==> config.mk <==
export PLATFORM = sky130hd
export DESIGN_NAME = interrupt_vector_resolver
export DESIGN_NICKNAME = d
export VERILOG_FILES = /design/src/hw/ivr_pkg.sv /design/src/hw/vec_fetch_if.sv /design/src/hw/interrupt_vector_resolver.sv /design/src/hw/vector_fetch_unit.sv
export SDC_FILE = /design/constraint.sdc
export NUM_CORES = 1
export LEC_CHECK = 0
export ABC_AREA = 1
export BUFFER_PORTS_ARGS = -buffer_cell sky130_fd_sc_hd__buf_2
export CORE_MARGIN = 3
export CORE_UTILIZATION = 58
export DETAILED_ROUTE_END_ITERATION = 16
export PLACE_DENSITY = 0.81
export SLEW_MARGIN = 20
export SYNTH_ARGS = -nofsm -noshare
export SYNTH_HDL_FRONTEND = slang
export SYNTH_SLANG_ARGS = --single-unit
==> constraint.sdc <==
create_clock -name CLOCK_I -period 2.1 [get_ports CLOCK_I]
set_input_delay 0.42 -clock CLOCK_I [delete_from_list [all_inputs] [get_ports CLOCK_I]]
set_output_delay 0.42 -clock CLOCK_I [all_outputs]
set_load 0.01 [all_outputs]
==> src/hw/ivr_pkg.sv <==
`default_nettype none
// ==========================================================================
// shared constants and types
package ivr_pkg;

  localparam int unsigned ADDR_W = 20;

  // fixed vector slots, four bytes each, lowest address first
  localparam logic [19:0] VEC_UNDEF   = 20'h0ffdc;
  localparam logic [19:0] VEC_OVF     = 20'h0ffe0;
  localparam logic [19:0] VEC_BREAK   = 20'h0ffe4;
  localparam logic [19:0] VEC_AMATCH  = 20'h0ffe8;
  localparam logic [19:0] VEC_SSTEP   = 20'h0ffec;
  localparam logic [19:0] VEC_SPECIAL = 20'h0fff0;
  localparam logic [19:0] VEC_ABREAK  = 20'h0fff4;
  localparam logic [19:0] VEC_RESET   = 20'h0fffc;

  // break redirection probe
  localparam logic [19:0] BRK_MARK_ADDR  = 20'h0ffe7;
  localparam logic [7:0]  BRK_RELOC_MARK = 8'hff;

  // software numbers 0..31 save and clear the stack-select flag
  localparam logic [5:0] SWI_USTACK_LAST = 6'h1f;
  // last byte index of a vector entry
  localparam logic [1:0] VEC_BYTE_LAST   = 2'h3;

  // register offsets
  localparam logic [2:0] REG_MATCH0   = 3'h0;
  localparam logic [2:0] REG_MATCH1   = 3'h1;
  localparam logic [2:0] REG_MATCH_EN = 3'h2;
  localparam logic [2:0] REG_VEC_BASE = 3'h3;
  localparam logic [2:0] REG_STATUS   = 3'h4;
  localparam logic [2:0] REG_HANDLER  = 3'h5;

  // reset values
  localparam logic [19:0] MATCH_RST    = 20'h00000;
  localparam logic [1:0]  MATCH_EN_RST = 2'h0;
  localparam logic [19:0] VEC_BASE_RST = 20'h00000;
  localparam logic        UFLAG_RST    = 1'b0;

  // status word fields
  localparam int unsigned ST_UFLAG    = 0;
  localparam int unsigned ST_BUSY     = 1;
  localparam int unsigned ST_MATCH    = 2;
  localparam int unsigned ST_PEND_LSB = 3;

  // special pending bits
  localparam int unsigned SP_WDOG  = 0;
  localparam int unsigned SP_OSC   = 1;
  localparam int unsigned SP_VMON1 = 2;
  localparam int unsigned SP_VMON2 = 3;
  localparam int unsigned SP_SSTEP = 4;
  localparam int unsigned SP_ABRK  = 5;
  localparam int unsigned SP_W     = 6;

  typedef enum logic [1:0] {M_IDLE, M_WAIT} main_state_t;
  typedef enum logic [1:0] {F_IDLE, F_CHECK, F_BYTES} fetch_state_t;

endpackage
`default_nettype wire

==> src/hw/vec_fetch_if.sv <==
`timescale 1ns/1ps
`default_nettype none
// ==========================================================================
// resolver to vector fetch unit
interface vec_fetch_if;
  logic        start;
  logic        brk_chk;
  logic [19:0] vec_addr;
  logic [19:0] reloc_base;
  logic        done;
  logic [19:0] handler;
  logic        mem_rd;
  logic [19:0] mem_addr;
  logic [7:0]  mem_data;

  modport requester (
    output start, brk_chk, vec_addr, reloc_base, mem_data,
    input  done, handler, mem_rd, mem_addr
  );
  modport fetcher (
    input  start, brk_chk, vec_addr, reloc_base, mem_data,
    output done, handler, mem_rd, mem_addr
  );
endinterface // vec_fetch_if
`default_nettype wire

==> src/hw/interrupt_vector_resolver.sv <==
`timescale 1ns/1ps
`default_nettype none
// ==========================================================================
// Overview of operation
// software interrupt instruction accepts numbers 0 to 63 and raises that one
// software numbers 3 to 31 share relocatable entries with peripherals
// numbers 0 to 31 push the stack-select flag, then clear it
// return from interrupt restores the stack-select flag from the stack
// numbers 32 to 63 leave the stack-select flag alone
// special interrupts ignore the interrupt enable flag
// watchdog, oscillation stop and both voltage monitors share slot 0FFF0h
// enabled address match raises an interrupt before that instruction runs
// peripheral interrupts need the enable flag and a higher priority level
// each vector entry is four bytes holding the handler address
// after acknowledge the program counter loads from the entry
// fixed table 0FFDCh to 0FFFFh, nine slots in documented order
// break uses the relocatable entry when byte 0FFE7h reads FFh
// upper vector bytes double as flash id code bytes
// software must not use single-step or address break sources
// relocatable table is 256 bytes, entry n at base plus 4n
// vector bytes are fetched lowest address first, least significant first
module interrupt_vector_resolver (
  // clock and reset
  input  wire logic        CLOCK_I,
  input  wire logic        NRST_I,
  // register port
  input  wire logic [2:0]  REG_ADDR_I,
  input  wire logic [31:0] REG_WDATA_I,
  input  wire logic        REG_WR_I,
  input  wire logic        REG_RD_I,
  output logic      [31:0] REG_RDATA_O,
  // instruction traps from the core
  input  wire logic        SWI_REQ_I,
  input  wire logic [5:0]  SWI_NUM_I,
  input  wire logic        UNDEFINED_OPCODE_OP_I,
  input  wire logic        OVERFLOW_TRAP_OP_I,
  input  wire logic        OVF_FLAG_I,
  input  wire logic        BREAK_OP_I,
  // special sources
  input  wire logic        WDOG_I,
  input  wire logic        OSC_STOP_I,
  input  wire logic        VMON1_I,
  input  wire logic        VMON2_I,
  input  wire logic        SSTEP_I,
  input  wire logic        ABREAK_I,
  // peripheral request
  input  wire logic        PER_REQ_I,
  input  wire logic [5:0]  PER_NUM_I,
  input  wire logic [2:0]  PER_LEVEL_I,
  input  wire logic        IFLAG_I,
  input  wire logic [2:0]  IPL_I,
  output logic             PER_ACK_O,
  // instruction about to execute
  input  wire logic        EXEC_VALID_I,
  input  wire logic [19:0] EXEC_ADDR_I,
  // stack-select flag
  input  wire logic        UFLAG_WR_I,
  input  wire logic        UFLAG_WDATA_I,
  input  wire logic        RETI_I,
  input  wire logic        RETI_UFLAG_I,
  output logic             UFLAG_O,
  output logic             UFLAG_PUSH_O,
  output logic             UFLAG_PUSH_VAL_O,
  // vector memory
  output logic             MEM_RD_O,
  output logic      [19:0] MEM_ADDR_O,
  input  wire logic [7:0]  MEM_DATA_I,
  // program counter handoff
  output logic             BUSY_O,
  output logic             PC_LOAD_O,
  output logic      [19:0] PC_O
);

  vec_fetch_if vf ();

  ivr_pkg::main_state_t   state_q;
  logic [19:0]            match_address_reg0_q;
  logic [19:0]            match_address_reg1_q;
  logic [1:0]             match_enable_reg_q;
  logic [19:0]            vector_table_base_q;
  logic [19:0]            mad [2];
  logic [1:0]             hit;
  logic                   match_pend_q;
  logic [ivr_pkg::SP_W-1:0] pend_q;
  logic [ivr_pkg::SP_W-1:0] src;
  logic                   u_q;
  logic                   push_q;
  logic                   push_val_q;
  logic                   start_q;
  logic                   brk_q;
  logic [19:0]            vec_q;
  logic                   pc_load_q;
  logic [19:0]            pc_q;
  logic                   per_ack_q;
  logic [31:0]            rdata_q;
  logic [31:0]            status_w;
  logic                   instr_req;
  logic                   per_ok;
  logic                   take;
  logic                   sel_valid;
  logic                   sel_brk;
  logic                   sel_push;
  logic                   sel_swi;
  logic                   sel_per;
  logic                   sel_match;
  logic [ivr_pkg::SP_W-1:0] sel_clr;
  logic [19:0]            sel_vec;
  logic [19:0]            swi_entry;
  logic [19:0]            per_entry;

  // ========================================================================
  // outputs
  assign REG_RDATA_O      = rdata_q;
  assign UFLAG_O          = u_q;
  assign UFLAG_PUSH_O     = push_q;
  assign UFLAG_PUSH_VAL_O = push_val_q;
  assign MEM_RD_O         = vf.mem_rd;
  assign MEM_ADDR_O       = vf.mem_addr;
  assign BUSY_O           = (state_q != ivr_pkg::M_IDLE);
  assign PC_LOAD_O        = pc_load_q;
  assign PC_O             = pc_q;
  assign PER_ACK_O        = per_ack_q;

  assign vf.start      = start_q;
  assign vf.brk_chk    = brk_q;
  assign vf.vec_addr   = vec_q;
  assign vf.reloc_base = vector_table_base_q;
  assign vf.mem_data   = MEM_DATA_I;

  // ========================================================================
  // address match comparators
  assign mad[0] = match_address_reg0_q;
  assign mad[1] = match_address_reg1_q;

  for (genvar c = 0; c < 2; c++) begin : g_match
    assign hit[c] = match_enable_reg_q[c] && (EXEC_ADDR_I == mad[c]);
  end

  // ========================================================================
  // source selection
  assign swi_entry = vector_table_base_q + {12'h000, SWI_NUM_I, 2'b00};
  assign per_entry = vector_table_base_q + {12'h000, PER_NUM_I, 2'b00};
  assign instr_req = UNDEFINED_OPCODE_OP_I || (OVERFLOW_TRAP_OP_I && OVF_FLAG_I)
                  || BREAK_OP_I || SWI_REQ_I;
  assign per_ok    = PER_REQ_I && IFLAG_I && (PER_LEVEL_I > IPL_I);

  // instruction traps first, since the core stalls on them; specials
  // never look at the enable flag
  always_comb begin
    sel_valid = 1'b1;
    sel_vec   = ivr_pkg::VEC_UNDEF;
    sel_brk   = 1'b0;
    sel_push  = 1'b1;
    sel_swi   = 1'b0;
    sel_per   = 1'b0;
    sel_match = 1'b0;
    sel_clr   = '0;
    if (UNDEFINED_OPCODE_OP_I) begin
      sel_vec = ivr_pkg::VEC_UNDEF;
    end else if (OVERFLOW_TRAP_OP_I && OVF_FLAG_I) begin
      sel_vec = ivr_pkg::VEC_OVF;
    end else if (BREAK_OP_I) begin
      sel_vec = ivr_pkg::VEC_BREAK;
      sel_brk = 1'b1;
    end else if (SWI_REQ_I) begin
      sel_vec  = swi_entry;
      sel_swi  = 1'b1;
      sel_push = (SWI_NUM_I <= ivr_pkg::SWI_USTACK_LAST);
    end else if (match_pend_q) begin
      sel_vec   = ivr_pkg::VEC_AMATCH;
      sel_match = 1'b1;
    end else if (|pend_q[ivr_pkg::SP_VMON2:ivr_pkg::SP_WDOG]) begin
      sel_vec = ivr_pkg::VEC_SPECIAL;
      sel_clr[ivr_pkg::SP_VMON2:ivr_pkg::SP_WDOG] = 4'hf;
    end else if (pend_q[ivr_pkg::SP_SSTEP]) begin
      sel_vec = ivr_pkg::VEC_SSTEP;
      sel_clr[ivr_pkg::SP_SSTEP] = 1'b1;
    end else if (pend_q[ivr_pkg::SP_ABRK]) begin
      sel_vec = ivr_pkg::VEC_ABREAK;
      sel_clr[ivr_pkg::SP_ABRK] = 1'b1;
    end else if (per_ok) begin
      sel_vec = per_entry;
      sel_per = 1'b1;
    end else begin
      sel_valid = 1'b0;
    end
  end

  assign take = (state_q == ivr_pkg::M_IDLE) && sel_valid;

  // ========================================================================
  // pending special sources; a new event beats the clear
  assign src = {ABREAK_I, SSTEP_I, VMON2_I, VMON1_I, OSC_STOP_I, WDOG_I};

  always_ff @(posedge CLOCK_I or negedge NRST_I) begin
    if (!NRST_I) begin
      pend_q <= '0;
    end else begin
      pend_q <= (pend_q & ~(take ? sel_clr : '0)) | src;
    end
  end

  always_ff @(posedge CLOCK_I or negedge NRST_I) begin
    if (!NRST_I) begin
      match_pend_q <= 1'b0;
    end else if (EXEC_VALID_I && |hit) begin
      match_pend_q <= 1'b1;
    end else if (take && sel_match) begin
      match_pend_q <= 1'b0;
    end
  end

  // ========================================================================
  // sequencing
  always_ff @(posedge CLOCK_I or negedge NRST_I) begin
    if (!NRST_I) begin
      state_q   <= ivr_pkg::M_IDLE;
      start_q   <= 1'b0;
      brk_q     <= 1'b0;
      vec_q     <= 20'h00000;
      pc_load_q <= 1'b0;
      pc_q      <= 20'h00000;
      per_ack_q <= 1'b0;
    end else begin
      start_q   <= 1'b0;
      pc_load_q <= 1'b0;
      per_ack_q <= 1'b0;
      case (state_q)
        ivr_pkg::M_IDLE: begin
          if (take) begin
            state_q   <= ivr_pkg::M_WAIT;
            start_q   <= 1'b1;
            brk_q     <= sel_brk;
            vec_q     <= sel_vec;
            per_ack_q <= sel_per;
          end
        end
        ivr_pkg::M_WAIT: begin
          if (vf.done) begin
            state_q   <= ivr_pkg::M_IDLE;
            pc_load_q <= 1'b1;
            pc_q      <= vf.handler;
          end
        end
        default: begin
          state_q <= ivr_pkg::M_IDLE;
        end
      endcase
    end
  end

  // ========================================================================
  // stack-select flag
  always_ff @(posedge CLOCK_I or negedge NRST_I) begin
    if (!NRST_I) begin
      u_q        <= ivr_pkg::UFLAG_RST;
      push_q     <= 1'b0;
      push_val_q <= 1'b0;
    end else begin
      push_q     <= take && sel_push;
      push_val_q <= u_q;
      if (take && sel_push) begin
        u_q <= 1'b0;
      end else if (RETI_I) begin
        u_q <= RETI_UFLAG_I;
      end else if (UFLAG_WR_I) begin
        u_q <= UFLAG_WDATA_I;
      end
    end
  end

  // ========================================================================
  // register port
  always_ff @(posedge CLOCK_I or negedge NRST_I) begin
    if (!NRST_I) begin
      match_address_reg0_q <= ivr_pkg::MATCH_RST;
      match_address_reg1_q <= ivr_pkg::MATCH_RST;
      match_enable_reg_q   <= ivr_pkg::MATCH_EN_RST;
      vector_table_base_q  <= ivr_pkg::VEC_BASE_RST;
    end else if (REG_WR_I) begin
      case (REG_ADDR_I)
        ivr_pkg::REG_MATCH0:   match_address_reg0_q <= REG_WDATA_I[19:0];
        ivr_pkg::REG_MATCH1:   match_address_reg1_q <= REG_WDATA_I[19:0];
        ivr_pkg::REG_MATCH_EN: match_enable_reg_q   <= REG_WDATA_I[1:0];
        ivr_pkg::REG_VEC_BASE: vector_table_base_q  <= REG_WDATA_I[19:0];
        default: begin
        end
      endcase
    end
  end

  always_comb begin
    status_w = '0;
    status_w[ivr_pkg::ST_UFLAG] = u_q;
    status_w[ivr_pkg::ST_BUSY]  = BUSY_O;
    status_w[ivr_pkg::ST_MATCH] = match_pend_q;
    status_w[ivr_pkg::ST_PEND_LSB +: ivr_pkg::SP_W] = pend_q;
  end

  // read data stand only in the cycle after the strobe
  always_ff @(posedge CLOCK_I or negedge NRST_I) begin
    if (!NRST_I) begin
      rdata_q <= 32'h00000000;
    end else if (REG_RD_I) begin
      case (REG_ADDR_I)
        ivr_pkg::REG_MATCH0:   rdata_q <= {12'h000, match_address_reg0_q};
        ivr_pkg::REG_MATCH1:   rdata_q <= {12'h000, match_address_reg1_q};
        ivr_pkg::REG_MATCH_EN: rdata_q <= {30'h00000000, match_enable_reg_q};
        ivr_pkg::REG_VEC_BASE: rdata_q <= {12'h000, vector_table_base_q};
        ivr_pkg::REG_STATUS:   rdata_q <= status_w;
        ivr_pkg::REG_HANDLER:  rdata_q <= {12'h000, pc_q};
        default:               rdata_q <= 32'h00000000;
      endcase
    end else begin
      rdata_q <= 32'h00000000;
    end
  end

  // ========================================================================
  // vector fetch
  vector_fetch_unit u_fetch (
    .clk_i  (CLOCK_I),
    .rst_ni (NRST_I),
    .vf     (vf.fetcher)
  );

  // ========================================================================
  // checks
  chk_swi_stack_save: assert property (
    @(posedge CLOCK_I) disable iff (!NRST_I)
    (take && sel_swi && SWI_NUM_I <= ivr_pkg::SWI_USTACK_LAST)
      |=> (!u_q && push_q && push_val_q == $past(u_q)))
    else $error("low software number did not save and clear flag");

  chk_swi_stack_keep: assert property (
    @(posedge CLOCK_I) disable iff (!NRST_I)
    (take && sel_swi && SWI_NUM_I > ivr_pkg::SWI_USTACK_LAST && !RETI_I && !UFLAG_WR_I)
      |=> (u_q == $past(u_q) && !push_q))
    else $error("high software number touched the flag");

  chk_reti_restore: assert property (
    @(posedge CLOCK_I) disable iff (!NRST_I)
    (RETI_I && !(take && sel_push)) |=> (u_q == $past(RETI_UFLAG_I)))
    else $error("flag not restored on return");

  chk_swi_entry: assert property (
    @(posedge CLOCK_I) disable iff (!NRST_I)
    (take && sel_swi)
      |=> (start_q && !brk_q && vec_q == $past(vector_table_base_q) + {$past(SWI_NUM_I), 2'b00}))
    else $error("software interrupt entry address wrong");

  chk_special_slot: assert property (
    @(posedge CLOCK_I) disable iff (!NRST_I)
    (state_q == ivr_pkg::M_IDLE && !instr_req && !match_pend_q && |pend_q[3:0])
      |=> (start_q && vec_q == ivr_pkg::VEC_SPECIAL && pend_q[3:0] == $past(src[3:0])))
    else $error("shared special slot not taken regardless of enable");

  chk_mask_gate: assert property (
    @(posedge CLOCK_I) disable iff (!NRST_I)
    (take && sel_per) |-> (IFLAG_I && PER_LEVEL_I > IPL_I) ##1 per_ack_q)
    else $error("peripheral taken while masked");

  chk_match_raise: assert property (
    @(posedge CLOCK_I) disable iff (!NRST_I)
    (EXEC_VALID_I && match_enable_reg_q[0] && EXEC_ADDR_I == match_address_reg0_q)
      |=> match_pend_q)
    else $error("address match not raised");

  chk_pc_handoff: assert property (
    @(posedge CLOCK_I) disable iff (!NRST_I)
    vf.done |=> (PC_LOAD_O && PC_O == $past(vf.handler) && !BUSY_O))
    else $error("program counter not loaded from entry");

  chk_break_fixed: assert property (
    @(posedge CLOCK_I) disable iff (!NRST_I)
    (take && !UNDEFINED_OPCODE_OP_I && !(OVERFLOW_TRAP_OP_I && OVF_FLAG_I) && BREAK_OP_I)
      |=> (brk_q && vec_q == ivr_pkg::VEC_BREAK))
    else $error("break slot wrong");

endmodule // interrupt_vector_resolver
`default_nettype wire

==> src/hw/vector_fetch_unit.sv <==
`timescale 1ns/1ps
`default_nettype none
// ==========================================================================
// reads one vector entry byte by byte
module vector_fetch_unit (
  // clock and reset
  input wire logic       clk_i,
  input wire logic       rst_ni,
  // resolver side
  vec_fetch_if.fetcher   vf
);

  ivr_pkg::fetch_state_t state_q;
  logic                  rd_q;
  logic                  pend_q;
  logic [19:0]           addr_q;
  logic [19:0]           target_q;
  logic [1:0]            cnt_q;
  logic [7:0]            vbyte_q [3];
  logic                  done_q;
  logic [19:0]           handler_q;

  assign vf.mem_rd   = rd_q;
  assign vf.mem_addr = addr_q;
  assign vf.done     = done_q;
  assign vf.handler  = handler_q;

  // memory answers one cycle after the strobe
  always_ff @(posedge clk_i or negedge rst_ni) begin
    if (!rst_ni) begin
      pend_q <= 1'b0;
    end else begin
      pend_q <= rd_q;
    end
  end

  // one read at a time: simpler than pipelining, costs three idle cycles
  always_ff @(posedge clk_i or negedge rst_ni) begin
    if (!rst_ni) begin
      state_q  <= ivr_pkg::F_IDLE;
      rd_q     <= 1'b0;
      addr_q   <= 20'h00000;
      target_q <= 20'h00000;
      cnt_q    <= 2'h0;
      done_q   <= 1'b0;
    end else begin
      done_q <= 1'b0;
      rd_q   <= 1'b0;
      case (state_q)
        ivr_pkg::F_IDLE: begin
          if (vf.start) begin
            rd_q     <= 1'b1;
            cnt_q    <= 2'h0;
            target_q <= vf.vec_addr;
            if (vf.brk_chk) begin
              state_q <= ivr_pkg::F_CHECK;
              addr_q  <= ivr_pkg::BRK_MARK_ADDR;
            end else begin
              state_q <= ivr_pkg::F_BYTES;
              addr_q  <= vf.vec_addr;
            end
          end
        end
        ivr_pkg::F_CHECK: begin
          if (pend_q) begin
            state_q <= ivr_pkg::F_BYTES;
            rd_q    <= 1'b1;
            if (vf.mem_data == ivr_pkg::BRK_RELOC_MARK) begin
              addr_q <= vf.reloc_base;
            end else begin
              addr_q <= target_q;
            end
          end
        end
        ivr_pkg::F_BYTES: begin
          if (pend_q) begin
            cnt_q <= cnt_q + 2'h1;
            if (cnt_q == ivr_pkg::VEC_BYTE_LAST) begin
              state_q <= ivr_pkg::F_IDLE;
              done_q  <= 1'b1;
            end else begin
              rd_q   <= 1'b1;
              addr_q <= addr_q + 20'h00001;
            end
          end
        end
        default: begin
          state_q <= ivr_pkg::F_IDLE;
        end
      endcase
    end
  end

  // lowest address is the least significant byte; the top byte is left
  // to the flash id check and never reaches the program counter
  always_ff @(posedge clk_i or negedge rst_ni) begin
    if (!rst_ni) begin
      vbyte_q[0] <= 8'h00;
      vbyte_q[1] <= 8'h00;
      vbyte_q[2] <= 8'h00;
      handler_q  <= 20'h00000;
    end else if (state_q == ivr_pkg::F_BYTES && pend_q) begin
      if (cnt_q == ivr_pkg::VEC_BYTE_LAST) begin
        handler_q <= {vbyte_q[2][3:0], vbyte_q[1], vbyte_q[0]};
      end else begin
        vbyte_q[cnt_q] <= vf.mem_data;
      end
    end
  end

  chk_brk_probe: assert property (
    @(posedge clk_i) disable iff (!rst_ni)
    (state_q == ivr_pkg::F_IDLE && vf.start && vf.brk_chk)
      |=> (rd_q && addr_q == ivr_pkg::BRK_MARK_ADDR))
    else $error("break probe not read first");

  chk_reloc_pick: assert property (
    @(posedge clk_i) disable iff (!rst_ni)
    (state_q == ivr_pkg::F_CHECK && pend_q && vf.mem_data == ivr_pkg::BRK_RELOC_MARK)
      |=> (rd_q && addr_q == $past(vf.reloc_base)))
    else $error("marked break did not use relocatable entry");

  chk_four_bytes: assert property (
    @(posedge clk_i) disable iff (!rst_ni)
    (state_q == ivr_pkg::F_IDLE && vf.start && !vf.brk_chk)
      |=> rd_q ##1 !rd_q ##1 rd_q ##1 !rd_q ##1 rd_q ##1 !rd_q ##1 rd_q ##1 !rd_q ##1 done_q)
    else $error("vector entry not read as four bytes");

endmodule // vector_fetch_unit
`default_nettype wire

; ---- After elaboration in Yosys (flattened, before gate mapping)
; Cells that the tools add are included.
[word_totals]
word_cells = 186
out_inout_bits = 79
regBits = 241
in_bits = 103
[classes]
mux = 92
order_cmp = 4
reduce_logical = 34
addsub = 4
n_eq_ne = 19
bitwise = 5
[ops]
columns = cell, count
row1 = $mux W20, 15
row2 = $pmux W20 S6, 1
row3 = $pmux W20 S3, 1
row4 = $mux W1, 50
row5 = $add A20 B8 Y20, 2
row6 = $eq A20 B20 Y1, 2
row7 = $mux W6, 6
row8 = $mux W32, 1
row9 = $bwmux W24, 1
row10 = $add A20 B1 Y20 const B, 1
row11 = $mux W2, 10
row12 = $reduce_and A2 Y1, 10
row13 = $demux W8 S2, 1
row14 = $logic_and A1 B1 Y1, 11
row15 = $eq A8 B8 Y1 const B, 1
row16 = $mux W8, 1
row17 = $ne A2 B1 Y1 const B, 4
row18 = $pmux W2 S2, 2
row19 = $and A6 B6 Y6, 1
row20 = $eq A3 B2 Y1 const B, 2
row21 = $eq A3 B3 Y1 const B, 2
row22 = $le A6 B5 Y1 const B, 1
row23 = $ne A2 B2 Y1 const B, 3
row24 = $not A6 Y6, 1
row25 = other kinds (22), 28

; ---- Logic depth before layout (Yosys ltp)
; Gate-level depths: netlist of run 1.
[logic_depth]
ltp_word = 16
mapped_depth = 13
mapped_depth_nobuf = 13

; ---- Modules after synthesis
; A second synthesis of run 1 with hierarchy kept.
[hier_totals]
hier_cells = 1637
area_unflattened_um2 = 12528.3
[modules_own_cells]
columns = mod, seq_area_each_um2, area_each_um2, instances, cells_per_inst
row1 = interrupt_vector_resolver, 3428.3, 7877.6, 1, 1029
row2 = vector_fetch_unit, 2177.1, 4650.7, 1, 608

; ---- Least setup slack after synthesis of run 1
; Ideal clock, no wire load.
[synth_timing]
kind = input-to-reg
from = input SWI_NUM_I[0]
to = register vec_q[10]
setup_ns = 0.120
stages = 10
required_time_ns = 1.980
path_slack_ns = 0.253
n_path_buf = 0
arrival_ns = 1.726
path_cell_list = ha_1 -> fa_1 -> nand3_1 -> nand3_1 -> nand2_1 -> nand2_1 -> a21oi_1 -> o21ai_0 -> nand2_1 -> a21oi_1
[synth_via]
elab_chain_len = 5
[synth_rtl]
columns = element, line
row1 = from (decl), interrupt_vector_resolver.sv:34  ; input wire logic [5:0] SWI_NUM_I,
row2 = $add A20 B8 Y20, interrupt_vector_resolver.sv:141  ; assign swi_entry = vector_table_base_q + {12'h000, SWI_NUM_I, 2'b00};
row3 = $mux W20, interrupt_vector_resolver.sv:165  ; end else if (SWI_REQ_I) begin
row4 = $mux W20, interrupt_vector_resolver.sv:162  ; end else if (BREAK_OP_I) begin
row5 = $mux W20, interrupt_vector_resolver.sv:160  ; end else if (OVERFLOW_TRAP_OP_I && OVF_FLAG_I) begin
row6 = $mux W20, interrupt_vector_resolver.sv:158  ; if (UNDEFINED_OPCODE_OP_I) begin
row7 = to (signal assigned), interrupt_vector_resolver.sv:234  ; vec_q <= sel_vec;
row8 = to (decl), interrupt_vector_resolver.sv:91  ; logic [19:0] vec_q;
; Every way passes these cells.
; A chain may end at the register's enable or synchronous reset.

; ---- Final worst setup path of run 1
[layout_timing]
from = register u_fetch.state_q[0]
to = register u_fetch.handler_q[4] (netlist: u_fetch.vf.handler[4])
[layout_via]
elab_chain_len = 3
[layout_rtl]
columns = element, line
row1 = from (decl), vector_fetch_unit.sv:13  ; ivr_pkg::fetch_state_t state_q;
row2 = from (signal assigned), vector_fetch_unit.sv:40  ; state_q <= ivr_pkg::F_IDLE;
row3 = from (signal assigned), vector_fetch_unit.sv:56  ; state_q <= ivr_pkg::F_CHECK;
row4 = from (signal assigned), vector_fetch_unit.sv:59  ; state_q <= ivr_pkg::F_BYTES;
row5 = $eq A2 B2 Y1, vector_fetch_unit.sv:102  ; end else if (state_q == ivr_pkg::F_BYTES && pend_q) begin
row6 = $logic_and A1 B1 Y1, vector_fetch_unit.sv:102
row7 = $reduce_and A2 Y1 (no line), -
row8 = to (signal assigned), vector_fetch_unit.sv:104  ; handler_q <= {vbyte_q[2][3:0], vbyte_q[1], vbyte_q[0]};
row9 = to (decl), vector_fetch_unit.sv:21  ; logic [19:0] handler_q;
; Every way passes these cells.

==> flow_summary.toml, run 1 <==
[critical_path]
crit_required_ns = 2.51
arrival_ns = 2.38
crit_type = "flip-flop to flip-flop"
critPathCaptureType = "flip-flop"
cp-start-kind = "flip-flop"
path_max_fanout = 20

[sta]
worst_slew_pin_slew_ns = 0.758
timing.hold.ws_ns = 0.0912
finalMaxSlewViolations = 0
timing.final.hold_violations = 0
grt_setup_unrepaired = "true"
finClkSkew_ns = 0.00906
finalCritPeriodShare_pct = 94.2
relSlewSlack_pct = 49.4
fmaxAchievable_mhz = 506
period_minus_slack_ns = 1.98
setup_violations = 0

[power]
p_clk_share_pct = 39.6
powerDensity_nw_per_um2 = 752
p_sw_share_pct = 29.0
switching_power_mw = 3.14
ir_worst_vdd_v = 0.000770
p_total_mw = 10.8
p_int_mw = 7.69
p_seq_share_pct = 45.3
leakagePower_nw = 7.72
comb_power_share_pct = 15.1

[synth]
synth.distinct_cells = 46
yosysTopAreaCellShare_pct = 45.7
synth_area_leaders = "dfrtp_1 46%, nand2_1 16%, o21ai_0 6.1%"
synthCells = 1636
synth_common_cells = "531 x nand2_1, 224 x dfrtp_1, 178 x inv_1"
synthFlopType = "dfrtp_1"
synth_area_um2 = 12300
synth_top_cell_by_area = "dfrtp_1"
yosysMostFrequentCell = "nand2_1"
ys_seq_area_share_pct = 45.7
syn_avg_cell_area_um2 = 7.49
yosys_warnings = 0
async_flop_share_pct = 100
synth_edf_count = 0
ys_ff_latch = 224

[floorplanning]
die_w_um = 151
rows = 52
core_area_um2 = 20500
start_util_pct = 59.8
die_area_um2 = 22900
io_pins = 182
die_h_um = 151

[clock_network]
clk_latency_ns = 0.53
numClockSinks = 224
cts_made_buffers = 25
clkTransAtPathRegs_ns = 0.06
cts_root_buf = "clkbuf_16"
cts_tree = "done"
cts_buffer_depth = 3
cts-htree-levels = 1

[route]
totalWireLength_mm = 37.4
drc = 0
avgRoutedWirePerCell_um = 17.8
vias = 11900
viasPerCell = 5.68
drt_iter0_drc = 1239
postRouteAntennaNets = 0
firstDrtPassIters = 5

[grt]
grt_max_degree = 59
grt_pass1_wl_mm = 59.7
grt_use_total_pct = 33.0
antenna_found_initial = 0
grt_pass1_vias = 11600
grt_overflow = 0

[layout]
antennaDiodeCount = 0
final_layout_size_suffix_gt1_share_pct = 17.1
num-nets-final = 1940
finish.instance_area_um2 = 14400
area_delta_synth_final_pct = 17.6
fillers = 1678

[run]
drv_cap = 0

[min_path]
hold_class = "primary input to flip-flop"

[placement]
gp_congestion = 0.975
hpwl_mm = 27.7
dpl_cell_area_um2 = 13500
portBuffers = 157

[outcome]
status = "completed"
[logic make-up (layout without fill, tap and decap cells)]
| logic type | Yosys count | after routing | synth area share (%) |
|---|---|---|---|
| and+or+nand+nor | 785 | 785 | 26.1 |
| AOI/OAI and AO/OA | 315 | 315 | 14.5 |
| buffers and inverters | 261 | 443 | 9.08 |
| DFF | 224 | 224 | 45.7 |
| adders and majority gates | 26 | 26 | 2.78 |
| xor gates and xnor gates | 21 | 21 | 1.50 |
| muxes | 3 | 3 | 0.276 |
| other | 1 | 12 | 0.0306 |
[area by class of cell]
class,count,area [um2],area share [%]
flip-flops and latches,224,5610,38.9
clock buffers,34,709,4.92
clock inverters,11,100,0.695
repair buffers,210,1300,8.99
inverters,188,708,4.91
multi-input cells,1162,5650,39.2
well taps,270,338,2.34
[registers in the layout, summed over array words and instances, names as in the netlist, 2 cells and up]
register and count:
vec_q 20, match_enable_reg_q 2, match_address_reg1_q 20, match_address_reg0_q 20, u_fetch.cnt_q 2, u_fetch.state_q 2, vector_table_base_q 20, PC_O 20
u_fetch.vbyte_q 20, u_fetch.target_q 20, REG_RDATA_O 20, pend_q 6, u_fetch.vf.handler 20, u_fetch.vf.mem_addr 20
[placed cells by master, fill, tap and decap left out, types with 12 or more instances in the layout]
cell       netlist  routed
nand3_1        104     104
buf_4           14      44
a21oi_2         14      14
nand2_1        531     524
xnor2_1         14      14
o21ai_1         20      21
nor2_1         116     113
ha_1            24      19
o22ai_1         19      19
buf_2           10     156
clkbuf_16        0      25
o21ai_0        150     149
inv_1          178     178
conb_1           1      12
a21oi_1         67      67
dfrtp_1        224     219
[layer usage]
layer,global-route usage [%],part of all wire [%]
met1,44.9,41
met2,53.0,46
met3,6.22,9.1
met4,12.3,4.0
met5,0,0
[critical path, stage by stage, from the launching register on]
cell and delay [ns]:
dfrtp_1 0.41, inv_1 0.12, ha_1 0.20, buf_4 0.23, nand2_1 0.15, nor2_1 0.18, inv_1 0.32, nand2_1 0.17
nand2_1 0.08
[metrics by stage]
step                setup slack (ns)  cells  TNS [ns]  util [%]
finish                         0.122   2099         0      70.3
global route                 -0.0770   2099    -0.403      70.3
CTS                        0.0000486   2098         0      70.0
detailed placement            -0.104   2052    -0.786      65.9
global placement              0.0213   2052         0      65.9
floorplan                      0.253   1647         0         -
[path summary, 6_finish.rpt]
| path | start | endpoint | slack [ns] | depth (start not counted) |
|---|---|---|---|---|
| setup / recovery | u_fetch.state_q[0]$_DFFE_PN0P_ | u_fetch.vf.handler[4]$_DFFE_PN0P_ | 0.12 | 8 |
| hold / removal | SSTEP_I | pend_q[4]$_DFF_PN0_ | 0.09 | 2 |
| setup reg to reg | u_fetch.state_q[0]$_DFFE_PN0P_ | u_fetch.vf.handler[4]$_DFFE_PN0P_ | 0.12 | 8 |
| hold reg to reg | u_fetch.vf.mem_rd$_DFF_PN0_ | u_fetch.pend_q$_DFF_PN0_ | 0.37 | 0 |
| max in group asynchronous | NRST_I | vector_table_base_q[4]$_DFFE_PN0P_ | 1.01 | 3 |
| min in group asynchronous | NRST_I | UFLAG_PUSH_O$_DFF_PN0_ | 0.42 | 2 |
[power groups by stage]
stage,clock network (mW),logic (mW),registers (mW)
finish,4.29,1.63,4.91
floorplan,0,0.991,4.83
global placement,0,1.52,4.95
detailed placement,0,1.56,4.96
CTS,4.32,1.58,4.88
global route,4.52,1.83,4.93
[what timing repair did]
item | in CTS | in global routing
setup buffers | 0 | 1
hold buffers | 1 | 0
endpoints found under the setup margin | 11 | 51
resized for setup | 2 | 22
hold endpoints to repair | 50 | 0
No activity file was read; power rests on OpenSTA's default activity.
==> run 2: changes to the inputs <==
CORE_UTILIZATION = 60   (was 58)
CTS_BUF_LIST = sky130_fd_sc_hd__clkbuf_8   (was default)
PLACE_DENSITY = 0.83   (was 0.81)
==> run 2 against run 1 <==
Clock skew grew 0.015 ns; global-route usage grew 0.59 points; sequential share of layout area grew 0.15 points; hold slack lost 0.024 ns; fmax shrank 1.6%.
==> flow_summary.toml, run 2 (synthesis gave the netlist of run 1 again) <==
[floorplanning]
io_pins = 182
die_w_um = 149
die_area_um2 = 22200
start_util_pct = 62.0
die_h_um = 149
rows = 51
core_area_um2 = 19800

[placement]
hpwl_mm = 27.8
portBuffers = 157
dpl_cell_area_um2 = 13500
dp.cells = 2053
dp_slack_ns = -0.118
gp_congestion = 0.948

[min_path]
hold_class = "primary input to flip-flop"
worstHoldStart = "ABREAK_I"
holdPathStages = 3
hold_end = "pend_q[5]$_DFF_PN0_"

[clock_network]
cts_root_buf = "clkbuf_8"
clkTransAtPathRegs_ns = 0.06
cts_tree = "done"
numClockSinks = 224
cts_made_buffers = 37
clk_latency_ns = 0.55
cts_buffer_depth = 3
cts-htree-levels = 2

[layout]
final_common_cell = "nand2_1"
final_layout_size_suffix_gt1_share_pct = 17.3
antennaDiodeCount = 0
stdcell_count = 2121
num-nets-final = 1959
finish.instance_area_um2 = 14400
mostFrequentLayoutCells = "528 x nand2_1, 219 x dfrtp_1, 195 x inv_1"
area_delta_synth_final_pct = 17.1
fillers = 1613

[sta]
fmaxAchievable_mhz = 498
setup_slack_ns = 0.0906
finClkSkew_ns = 0.0246
setup_violations = 0
relSlewSlack_pct = 53.0
finalCritPeriodShare_pct = 95.7
finalMaxSlewViolations = 0
timing.final.hold_violations = 0
worst_slew_pin_slew_ns = 0.705
timing.hold.ws_ns = 0.0669
period_minus_slack_ns = 2.01

[run]
drv_cap = 0

[grt]
grt_max_degree = 58
grt_pass1_wl_mm = 59.1
grt_use_total_pct = 33.6
grt_overflow = 0
grt_pass1_vias = 11400
antenna_found_initial = 0

[power]
p_seq_share_pct = 47.3
powerDensity_nw_per_um2 = 720
p_sw_share_pct = 30.2
ir_worst_vdd_v = 0.000706
p_clk_share_pct = 36.6
leakagePower_nw = 7.79
switching_power_mw = 3.13
p_int_mw = 7.21
comb_power_share_pct = 16.1
p_total_mw = 10.3

[outcome]
status = "completed"

[critical_path]
crit_required_ns = 2.51
critPathCaptureType = "flip-flop"
reg2reg_slack_ns = 0.09
cp-start-kind = "flip-flop"
rr_worst_depth = 9
crit_type = "flip-flop to flip-flop"
path_max_fanout = 4
timing.rr.start = "vector_table_base_q[2]$_DFFE_PN0P_"
rr_endpoint = "vec_q[6]$_DFFE_PN0P_"
arrival_ns = 2.42

[route]
firstDrtPassIters = 6
drc = 0
totalWireLength_mm = 37.2
viasPerCell = 5.65
avgRoutedWirePerCell_um = 17.6
postRouteAntennaNets = 0
drt_iter0_drc = 1233
vias = 12000
run 2: per-stage QoR:
step | util [%] | setup TNS (ns)
2_1_floorplan | - | 0
3_3_place_gp | 68.5 | 0
3_5_place_dp | 68.5 | -0.927
4_1_cts | 72.2 | 0
5_1_grt | 72.6 | -0.0392
6_report | 72.6 | 0
run 2: metal layers:
metal | GRT usage [%] | vias up | routed length, um
li1 | - | 5632 | -
met1 | 45.6 | 5663 | 15000
met2 | 53.8 | 587 | 17300
met4 | 14.4 | 0 | 1550
met3 | 5.80 | 105 | 3420
met5 | 0 | - | 0
run 2: power groups by stage:
stage                     combinational (mW)  clock [mW]  sequential, mW
after CTS                               1.61        3.81            4.87
after global placement                  1.56           0            4.93
final                                   1.66        3.78            4.89
after detailed placement                1.60           0            4.94
after floorplan                        0.991           0            4.83
after global routing                    1.87        4.03            4.91
run 2: repair_timing:
action	in CTS	in global routing
pin swaps	0	0
endpoints found under the setup margin	10	33
hold endpoints to repair	39	0
setup buffers	0	2
hold buffers	1	0
resized for setup	1	17
run 2: worst max-delay path by stage:
stage / cells past startpoint / to / slack, ns / from
floorplan: 10 / vec_q[10]$_DFFE_PN0P_ / 0.25 / SWI_NUM_I[0]
global placement: 11 / u_fetch.vf.mem_addr[17]$_DFFE_PN0P_ / 0.003 / u_fetch.state_q[0]$_DFFE_PN0P_
detailed placement: 11 / u_fetch.vf.mem_addr[17]$_DFFE_PN0P_ / -0.12 / u_fetch.state_q[0]$_DFFE_PN0P_
CTS: 10 / vec_q[10]$_DFFE_PN0P_ / 0.06 / vector_table_base_q[2]$_DFFE_PN0P_
global route: 11 / vec_q[12]$_DFFE_PN0P_ / -0.02 / vector_table_base_q[2]$_DFFE_PN0P_
finish: 9 / vec_q[6]$_DFFE_PN0P_ / 0.09 / vector_table_base_q[2]$_DFFE_PN0P_
run 2: final cells by class:
cell class / instances / area (um2) / share of cell area, %
inverter: 188 / 711 / 4.95
sequential: 224 / 5610 / 39.1
clock inverter: 22 / 135 / 0.941
multi-input combinational: 1162 / 5640 / 39.3
timing repair buffer: 217 / 1340 / 9.31
clock buffer: 43 / 592 / 4.12
tap: 265 / 332 / 2.31
run 2: critical path, cell delays in order (launching register included):
cell     delay (ns)
dfrtp_2        0.45
ha_1           0.22
fa_1           0.39
nand3_1        0.08
nand3_1        0.11
buf_4          0.17
a21oi_1        0.14
o21ai_0        0.12
a21oi_1        0.15
a21oi_1        0.05
